===== src/rtl/spr_pkg.sv =====
// Shared constants and types for the status output pin router.
package spr_pkg;
	// Geometry of the routed pins and their select fields.
	localparam int PIN_COUNT        = 10;
	localparam int SEL_W            = 4;
	localparam int INPUT_PIN_FIRST  = 2;
	localparam int INPUT_PIN_COUNT  = 3;
	localparam int ROUTE_REG_COUNT  = 5;
	localparam int INT_EVT_W        = 8;
	localparam int SAMPLE_W         = 24;

	// Control port widths.
	localparam int REG_ADDR_W = 7;
	localparam int REG_DATA_W = 9;

	// Register addresses, one per routing register plus the cause register.
	localparam logic [REG_ADDR_W-1:0] ADDR_ROUTE_A    = 7'h26;
	localparam logic [REG_ADDR_W-1:0] ADDR_ROUTE_B    = 7'h27;
	localparam logic [REG_ADDR_W-1:0] ADDR_ROUTE_C    = 7'h28;
	localparam logic [REG_ADDR_W-1:0] ADDR_ROUTE_D    = 7'h29;
	localparam logic [REG_ADDR_W-1:0] ADDR_ROUTE_E    = 7'h2a;
	localparam logic [REG_ADDR_W-1:0] ADDR_INT_STATUS = 7'h2b;

	// Field positions inside a routing register.
	localparam int LO_SEL_LSB = 0;
	localparam int HI_SEL_LSB = 4;
	localparam int POLICY_BIT = 8;

	// Select codes with a special meaning.
	localparam logic [SEL_W-1:0] SEL_INTERRUPT  = 4'h0;
	localparam logic [SEL_W-1:0] SEL_LAST_OUT   = 4'hd;
	localparam logic [SEL_W-1:0] SEL_INPUT_CMOS = 4'he;
	localparam logic [SEL_W-1:0] SEL_INPUT_CMP  = 4'hf;

	// Reset values: pin k resets to code k, packed four bits per pin.
	localparam logic [PIN_COUNT*SEL_W-1:0] RST_SEL_ALL = 40'h9876543210;
	localparam logic                       RST_FILL     = 1'h0;
	localparam logic                       RST_VALID_OVR = 1'h0;

	// Receiver status bits that may be routed to a pin.
	typedef struct packed {
		logic validity;
		logic user;
		logic chan;
		logic parity;
		logic subframe_clock;
		logic block_start_marker;
		logic lock_lost;
		logic chan_status_update_flag;
		logic rate_high_flag;
		logic zero_detect_flag;
		logic nonpcm_flag;
		logic copyright_free_flag;
		logic emphasis_flag;
	} spr_status_t;

	// One access from the serial control port decoder.
	typedef struct packed {
		logic                  wr_en;
		logic                  rd_en;
		logic [REG_ADDR_W-1:0] addr;
		logic [REG_DATA_W-1:0] wdata;
	} spr_reg_req_t;

	// One received audio sample with its quality flags.
	typedef struct packed {
		logic                strobe;
		logic                invalid;
		logic                corrupt;
		logic [SAMPLE_W-1:0] data;
	} spr_sample_t;
endpackage


===== src/rtl/spr_router.sv =====
// Status output pin router with receiver fill and validity policies.
// Operation
// - Select codes route fourteen sources onto pins.
// - Input codes act only on pins three-five.
// - Code e CMOS buffer, f comparator buffer.
// - Fill zero holds last valid sample.
// - Fill one outputs zeros for bad samples.
// - Override one ignores the validity error flag.
// - Override zero honours the validity error flag.
// - Interrupt asserts on events, cause recorded.
`timescale 1ns/100ps
module spr_router
	import spr_pkg::*;
(
	// Clock and reset.
	input  wire logic                       core_clk,
	input  wire logic                       rst_n,
	// Register access from the serial control port decoder.
	input  wire spr_reg_req_t               reg_req,
	output logic [REG_DATA_W-1:0]           reg_rdata,
	// Receiver status sources and flag events.
	input  wire spr_status_t                rx_status,
	input  wire logic [INT_EVT_W-1:0]       flag_event,
	// Receiver samples in and policed samples out.
	input  wire spr_sample_t                sample_in,
	output logic [SAMPLE_W-1:0]             sample_out,
	output logic                            sample_out_strobe,
	// General purpose pins.
	input  wire logic [INPUT_PIN_COUNT-1:0] pin_in,
	output logic [PIN_COUNT-1:0]            pin_out,
	output logic [PIN_COUNT-1:0]            pin_oe,
	// Receiver inputs taken from pins, with buffer choice.
	output logic [INPUT_PIN_COUNT-1:0]      alt_rx_data,
	output logic [INPUT_PIN_COUNT-1:0]      alt_rx_cmos_en,
	output logic [INPUT_PIN_COUNT-1:0]      alt_rx_cmp_en,
	// Interrupt, active low.
	output logic                            interrupt_out_n
);
	logic [SEL_W-1:0]           route_sel [PIN_COUNT]; // Per pin source select.
	logic                       bad_data_substitute;   // Fill policy bit.
	logic                       validity_override;     // Ignore validity flag.
	logic [INT_EVT_W-1:0]       int_status;            // Sticky interrupt causes.
	logic [INT_EVT_W-1:0]       next_int_status;       // Cause register next value.
	logic [INPUT_PIN_COUNT-1:0] pin_sync1;             // First synchroniser stage.
	logic [INPUT_PIN_COUNT-1:0] pin_sync2;             // Second synchroniser stage.
	logic                       route_hit;             // Address hits a routing register.
	logic [2:0]                 route_idx;             // Which routing register.
	logic                       sample_usable;         // Sample passes the policies.
	logic [REG_ADDR_W-1:0]      addr_off;              // Offset from the first register.

	// Picks the source bit for one select code; input codes yield zero.
	function automatic logic route_source(input logic [SEL_W-1:0] code,
			input spr_status_t st, input logic irq_n);
		case (code)
			4'h0: route_source = irq_n;
			4'h1: route_source = st.validity;
			4'h2: route_source = st.user;
			4'h3: route_source = st.chan;
			4'h4: route_source = st.parity;
			4'h5: route_source = st.subframe_clock;
			4'h6: route_source = st.block_start_marker;
			4'h7: route_source = st.lock_lost;
			4'h8: route_source = st.chan_status_update_flag;
			4'h9: route_source = st.rate_high_flag;
			4'ha: route_source = st.zero_detect_flag;
			4'hb: route_source = st.nonpcm_flag;
			4'hc: route_source = st.copyright_free_flag;
			4'hd: route_source = st.emphasis_flag;
			default: route_source = 1'h0;
		endcase
	endfunction

	// True when a code turns a pin into a receiver input.
	function automatic logic is_input_code(input logic [SEL_W-1:0] code);
		is_input_code = (code == SEL_INPUT_CMOS) || (code == SEL_INPUT_CMP);
	endfunction

	// Address decode shared by the write and read paths.
	assign addr_off  = reg_req.addr - ADDR_ROUTE_A;
	assign route_hit = (reg_req.addr >= ADDR_ROUTE_A) && (reg_req.addr <= ADDR_ROUTE_E);
	assign route_idx = addr_off[2:0];

	// Select fields and policy bits; each register holds two pins.
	always_ff @(posedge core_clk or negedge rst_n) begin
		if (!rst_n) begin
			for (int i = 0; i < PIN_COUNT; i++) begin
				route_sel[i] <= RST_SEL_ALL[i*SEL_W +: SEL_W];
			end
			bad_data_substitute <= RST_FILL;
			validity_override   <= RST_VALID_OVR;
		end else if (reg_req.wr_en && route_hit) begin
			route_sel[{route_idx, 1'h0}] <= reg_req.wdata[LO_SEL_LSB +: SEL_W];
			route_sel[{route_idx, 1'h1}] <= reg_req.wdata[HI_SEL_LSB +: SEL_W];
			// Only the first two registers carry a policy bit.
			if (reg_req.addr == ADDR_ROUTE_A) begin
				bad_data_substitute <= reg_req.wdata[POLICY_BIT];
			end
			if (reg_req.addr == ADDR_ROUTE_B) begin
				validity_override <= reg_req.wdata[POLICY_BIT];
			end
		end
	end

	// Cause register: reading it clears, but a new event in that cycle wins.
	always_comb begin
		next_int_status = int_status;
		if (reg_req.rd_en && (reg_req.addr == ADDR_INT_STATUS)) begin
			next_int_status = '0;
		end
		next_int_status = next_int_status | flag_event;
	end

	// Sticky causes and the active-low interrupt level derived from them.
	always_ff @(posedge core_clk or negedge rst_n) begin
		if (!rst_n) begin
			int_status      <= '0;
			interrupt_out_n <= 1'h1;
		end else begin
			int_status      <= next_int_status;
			interrupt_out_n <= ~(|next_int_status);
		end
	end

	// Read data is registered; unmapped addresses read as zero.
	always_ff @(posedge core_clk or negedge rst_n) begin
		if (!rst_n) begin
			reg_rdata <= '0;
		end else if (reg_req.rd_en) begin
			if (route_hit) begin
				reg_rdata <= {1'h0, route_sel[{route_idx, 1'h1}], route_sel[{route_idx, 1'h0}]};
				if (reg_req.addr == ADDR_ROUTE_A) begin
					reg_rdata[POLICY_BIT] <= bad_data_substitute;
				end
				if (reg_req.addr == ADDR_ROUTE_B) begin
					reg_rdata[POLICY_BIT] <= validity_override;
				end
			end else if (reg_req.addr == ADDR_INT_STATUS) begin
				reg_rdata <= {1'h0, int_status};
			end else begin
				reg_rdata <= '0;
			end
		end
	end

	// Pin inputs come from outside the clock domain; two flops first.
	always_ff @(posedge core_clk or negedge rst_n) begin
		if (!rst_n) begin
			pin_sync1 <= '0;
			pin_sync2 <= '0;
		end else begin
			pin_sync1 <= pin_in;
			pin_sync2 <= pin_sync1;
		end
	end

	// One output stage per pin; the interrupt source follows the same
	// next value as the interrupt output so the two agree from the first edge after reset.
	for (genvar p = 0; p < PIN_COUNT; p++) begin : g_pin
		localparam bit INPUT_OK = (p >= INPUT_PIN_FIRST) &&
			(p < INPUT_PIN_FIRST + INPUT_PIN_COUNT);
		always_ff @(posedge core_clk or negedge rst_n) begin
			if (!rst_n) begin
				pin_out[p] <= 1'h0;
				pin_oe[p]  <= 1'h0;
			end else if (INPUT_OK && is_input_code(route_sel[p])) begin
				pin_out[p] <= 1'h0;
				pin_oe[p]  <= 1'h0;
			end else begin
				// Input codes on other pins drive a quiet low.
				pin_out[p] <= route_source(route_sel[p], rx_status,
					~(|next_int_status));
				pin_oe[p]  <= 1'h1;
			end
		end
	end

	// Receiver inputs from the three capable pins, with buffer selection.
	for (genvar k = 0; k < INPUT_PIN_COUNT; k++) begin : g_alt
		always_ff @(posedge core_clk or negedge rst_n) begin
			if (!rst_n) begin
				alt_rx_data[k]    <= 1'h0;
				alt_rx_cmos_en[k] <= 1'h0;
				alt_rx_cmp_en[k]  <= 1'h0;
			end else begin
				alt_rx_cmos_en[k] <= route_sel[INPUT_PIN_FIRST+k] == SEL_INPUT_CMOS;
				alt_rx_cmp_en[k]  <= route_sel[INPUT_PIN_FIRST+k] == SEL_INPUT_CMP;
				alt_rx_data[k]    <= is_input_code(route_sel[INPUT_PIN_FIRST+k]) &
					pin_sync2[k];
			end
		end
	end

	// A sample is usable unless corrupt, or invalid while validity counts.
	assign sample_usable = !sample_in.corrupt &&
		(validity_override || !sample_in.invalid);

	// Policed sample path: good data passes, bad data holds or zeroes.
	always_ff @(posedge core_clk or negedge rst_n) begin
		if (!rst_n) begin
			sample_out        <= '0;
			sample_out_strobe <= 1'h0;
		end else begin
			sample_out_strobe <= sample_in.strobe;
			if (sample_in.strobe) begin
				if (sample_usable) begin
					sample_out <= sample_in.data;
				end else if (bad_data_substitute) begin
					sample_out <= '0;
				end
				// Otherwise the last valid sample stays put.
			end
		end
	end
endmodule // spr_router

===== config.mk =====
export PLATFORM = sky130hd
export DESIGN_NAME = spr_router
export DESIGN_NICKNAME = d
export VERILOG_FILES = /design/src/rtl/spr_pkg.sv /design/src/rtl/spr_router.sv
export SDC_FILE = /design/constraint.sdc
export NUM_CORES = 1
export LEC_CHECK = 0
export BUFFER_PORTS_ARGS = -buffer_cell sky130_fd_sc_hd__buf_2
export CORE_UTILIZATION = 55
export CTS_BUF_LIST = sky130_fd_sc_hd__clkbuf_8
export DETAILED_ROUTE_END_ITERATION = 7
export GPL_TIMING_DRIVEN = 1
export HOLD_SLACK_MARGIN = 0.12
export PLACE_DENSITY = 0.77
export SYNTH_ARGS = -nofsm -noshare
export SYNTH_HDL_FRONTEND = slang
export SYNTH_SLANG_ARGS = --single-unit

===== constraint.sdc =====
create_clock -name core_clk -period 2.77 [get_ports core_clk]
set_input_delay 0.1385 -clock core_clk [delete_from_list [all_inputs] [get_ports core_clk]]
set_output_delay 0.1385 -clock core_clk [all_outputs]
set_load 0.01 [all_outputs]

# Word level (Yosys, flattened, before mapping)
# Cells that the tools add are included.
# totals
regBits	114
in_bits	71
out_inout_bits	64
elab_cells	257
# op_classes
add_sub_neg	1
order_cmp	6
eq_ne	139
muxes	35
n_bitwise	7
n_reduce_logical	27
# op_table
operator	n
4-bit == test, second input constant	66
4-bit by 3-bit == test with 1-bit output, second input constant	40
1-bit case mux with 14 select lines	10
40-bit bitwise mux	2
4-bit by 2-bit == test with 1-bit output, second input constant	20
24-bit two-way mux	2
4-bit by 1-bit == test with 1-bit output, second input constant	10
4-bit logical NOT	10
4-bit binary-select mux with 4-bit select	2
4-bit demux with 4-bit select	2
4-bit two-way mux	6
7-bit by 6-bit == test with 1-bit output, second input constant	3
8-bit two-way mux	2
5-bit >= comparator, second input constant	2
5-bit by 1-bit < comparator with 1-bit output, second input constant	2
4-bit NOT with 5-bit output	2
9-bit two-way mux	1
1-bit two-way mux	8
8-bit OR	1
8-bit OR reduction	1
7-bit by 6-bit >= comparator with 1-bit output, second input constant	1
7-bit by 6-bit less-or-equal comparator with 1-bit output, second input constant	1
1-bit logical AND	6
2-bit AND reduction	3
6 further kinds	12

# Depth between registers and ports, before layout
# depth
ltp_word	8
ltp_mapped	9
mapped_depth_nobuf	7

# Worst setup path before layout
# No wires, ideal clock.
# synth_path
path_kind	reg2reg
start	reg route_sel[32] in the netlist's numbering
end	reg pin_out[1]
arrival_time_ps	1861
required_time_ps	2632
setup_slack_ps	771
path_stages_with_launch	6
cell_sequence	dfstp_2 -> clkbuf_1 -> mux4_2 -> and2_0 -> a2111oi_0 -> a21oi_1
# synth_via
elab_chain_len	2
# synth_lines
element	line	text
start: declaration	spr_router.sv:39	logic [SEL_W-1:0] route_sel [PIN_COUNT];
start signal: indexed assignment	spr_router.sv:87	route_sel[i] <= RST_SEL_ALL[i*SEL_W +: SEL_W];
start signal: indexed assignment	spr_router.sv:92	route_sel[{route_idx, 1'h0}] <= reg_req.wdata[LO_SEL_LSB +: SEL_W];
start signal: indexed assignment	spr_router.sv:93	route_sel[{route_idx, 1'h1}] <= reg_req.wdata[HI_SEL_LSB +: SEL_W];
4-bit == test (tied with other cells)	spr_router.sv:54	case (code)
1-bit case mux with 14 select lines *	spr_router.sv:54	
end signal: indexed assignment	spr_router.sv:170	pin_out[p] <= route_source(route_sel[p], rx_status,
end: declaration	spr_router.sv:30	output logic [PIN_COUNT-1:0] pin_out,
# Mark *: on every way between the ends. The rest lies on a longest branch, timed or not.
# A chain may end at the register's enable or synchronous reset.

# Worst setup path after layout
# layout_path
start	in reg_req[10] in the netlist's numbering
end	reg route_sel[20] in the netlist's numbering
# layout_via
elab_chain_len	8
# layout_lines
element	line	text
start: declaration	spr_router.sv:19	input wire spr_reg_req_t reg_req,
3-bit subtractor	spr_router.sv:79	assign addr_off = reg_req.addr - ADDR_ROUTE_A;
4-bit NOT with 5-bit output (not written as such)	spr_router.sv:92	
5-bit >= comparator (not written as such) or 5-bit by 1-bit < comparator with 1-bit output (tied branches)	spr_router.sv:92	
1-bit logical AND (not written as such)	spr_router.sv:92	
4-bit two-way mux (not written as such)	spr_router.sv:92	
4-bit demux with 4-bit select	spr_router.sv:92	
40-bit bitwise mux	spr_router.sv:92	
40-bit bitwise mux	spr_router.sv:93	
# Parallel ways exist; a longest one is shown, timed or not.

==> out/metrics.csv <==
metric,value,unit
run status,finished clean,
hold depth,3,
min-delay src,sample_in[24],
initial antenna violation count,0,
Antenna Nets Post-Route,0,
area of the multi-input gates,2788,um2
Synth Area per Inst,11.55,um2
final worst path period share,71.76,%
DR vias,5027,
Hold Buf Count CTS,47,
number of global-route vias before repair,5109,
Cells after Synth,513,
Avg WL per Cell,19.75,um
WL final,16.18,mm
Num CTS Buffers,17,
yosys warns,0,
largest net degree at the start of global routing,60,
Worst Hold Class,input pin to flip-flop,
CTS tree,yes,
RSZ-0062 raised after global routing,false,
Critical Setup Path Class,input pin to flip-flop,
worst-path fanout max,26,
top cell type's share of synthesized area,41.40,%
clk_lat worst skew,440,ps
Synth Cell Area,5923,um2
Clock Sinks,114,
Setup Skew,11.87,ps
post-synthesis cell type count,49,
Post-synth top flop,dfrtp_1,
max_slew headroom,48.18,%
I/O pins,135,
CTS max path bufs,2,
Die Wd,105.8,um
peak supply drop,0.3351,mV
Critical R2R Launch,route_sel[32]$_DFFE_PN1P_,
max frequency,503.1,MHz
"Seq/Total Area, Yosys",48.50,%
CP Capture Type,flip-flop,
Setup-failing EPs final,0,
Tightest Pin Transition,773.9,ps
most frequent cell after synthesis,dfrtp_1,
Post-layout nets,745,
pwr dens,657.1,nW/um2
Max Slew Vio Count,0,
total track usage,30.31,%
Max-cap violations,0,
Post-DP HPWL,10.30,mm
port bufs,134,
1st-pass router iterations,5,
Synth top cells by count,"98 x dfrtp_1, 49 x mux2_2, 33 x a21oi_1",
Final Critical Period,1988,ps
Cell Rows,37,
number of flops mapped to enable cells by yosys,0,
CTS clock-pin slew for the worst setup and hold paths,70,ps
syn nets,588,
"Hold Vio Cnt, Final",0,
synth top area cells,"dfrtp_1 41%, mux2_2 9.3%, dfstp_2 7.1%, mux4_2 6.8%, mux2i_1 4.1%",
Required @ worst endpoint,3090,ps
total core area,10370,um2
worst-case reg-to-reg path depth,4,
crit path launch,reg_req[10],
post-CTS sizing,0,
Inserted Diodes,0,
share of layout cells above drive strength 1,37.77,%
setup TNS,0,ps
#FFs+latches synth,114,
"Async S/R FF share, synth",100.0,%
Sequential Area,2873,um2
Initial Util,57.12,%
Leak,3.401,nW
fin area,7502,um2
Synth area leader,dfrtp_1,
routed vias/inst,6.138,
H-tree levels,4,
violation count after the first detailed-routing iteration,386,
RePlAce Congestion,0.8576,
Fillers,746,
drt drc,0,
Chip Height,105.8,um
crit path DAT,2310,ps
crit start category,input pin,
Post-CTS Setup Bufs,0,
die area,11190,um2
clk root buf,clkbuf_8,
area grow syn2layout,26.66,%
Placed Instance Area,6603,um2
total congestion overflow,0,
first-pass GRT wire length,25.76,mm
==> worst max-delay path, cell delays in order <==
cell and delay [ps]:
buf_2 260, inv_1 230, ha_1 180, and3b_1 200, a211oi_2 270, o21ai_2 140, nor3b_4 480, mux2_2 410
==> cell usage in the layout (no fill, tap or decap), types with 6 or more instances in the layout <==
| cell | instances |
|---|---|
| dfstp_2 | 16 |
| o21ai_0 | 9 |
| a21oi_1 | 33 |
| a22oi_1 | 8 |
| and2_0 | 6 |
| a31oi_1 | 7 |
| dlygate4sd3_1 | 47 |
| clkbuf_8 | 19 |
| dfrtp_1 | 98 |
| nor3_1 | 17 |
| a211oi_1 | 9 |
| o22ai_1 | 10 |
| a22o_1 | 24 |
| nor2b_1 | 7 |
| inv_1 | 16 |
| nand2_1 | 13 |
| nor4_1 | 6 |
| a21o_1 | 15 |
| mux2i_1 | 24 |
| nor2_1 | 26 |
| mux4_2 | 18 |
| mux2_2 | 49 |
| buf_2 | 133 |
| nand3_1 | 18 |
==> through the flow <==
| step | instances | worst slack (ps) | hold slack (ps) | util (%) | power [mW] |
|---|---|---|---|---|---|
| 3_5_place_dp | 740 | 396.9 | 248.2 | 63.67 | 3.168 |
| 3_3_place_gp | 740 | 521.0 | 245.0 | 63.67 | 3.119 |
| 4_1_cts | 819 | 827.0 | 137.0 | 72.35 | 4.928 |
| 5_1_grt | 819 | 671.6 | 181.8 | 72.35 | 5.147 |
| 6_report | 819 | 782.3 | 174.8 | 72.35 | 4.929 |
| 2_1_floorplan | 513 | 770.9 | -157.1 | - | 2.794 |
==> kinds of logic (layout without fill, tap and decap cells) <==
kind of cell / after synthesis / after routing / share of synthesized area [%]
buffers and inverters: 61 / 231 / 4.436
and+or+nand+nor: 112 / 112 / 10.65
DFF: 114 / 114 / 48.50
other: 1 / 1 / 0.06331
AOI/OAI and AO/OA: 128 / 128 / 14.91
adders and majority gates: 4 / 4 / 0.8450
muxes: 93 / 93 / 20.60
==> final cells by class <==
class | instances | area share, %
clock buffer | 19 | 3.486
clock inverter | 13 | 2.235
inverter | 13 | 0.6504
multi-input combinational | 338 | 37.16
sequential | 114 | 38.29
tap | 136 | 2.268
timing repair buffer | 186 | 15.91
==> path summary, 6_finish.rpt <==
check | slack, ps | to
min in group asynchronous | 320 | alt_rx_data[2]$_DFF_PN0_
min reg2reg | 350 | pin_sync2[2]$_DFF_PN0_
min | 170 | sample_out[14]$_DFFE_PN0P_
max reg2reg | 810 | pin_out[1]$_DFF_PN0_
max in group asynchronous | 1660 | route_sel[32]$_DFFE_PN1P_
max | 780 | route_sel[20]$_DFFE_PN0P_
==> per-layer routing <==
metal  global-route usage [%]  share of wire [%]  vias to the layer above
met1                    36.33                 38                     2465
met2                    50.33                 51                      279
met3                    7.359                7.9                       49
met4                    16.47                3.2                        0
met5                        0                  0                        -
li1                         -                  -                     2234
==> flip-flops by register name (all words and copies together) (netlist names) <==
name                 cells
alt_rx_cmp_en            3
sample_out              24
pin_oe                   4
route_sel               40
bad_data_substitute      1
pin_sync1                3
alt_rx_cmos_en           3
alt_rx_data              3
sample_out_strobe        1
pin_sync2                3
int_status               8
interrupt_out_n          1
pin_out                 10
reg_rdata                9
validity_override        1
==> report_power, final <==
part,total [mW],internal (mW),switching [mW]
Combinational,1.05,0.562,0.491
Clock,1.71,1.01,0.697
Sequential,2.17,1.91,0.255
Total,4.93,3.49,1.44
(Power assumes the default switching activity.)
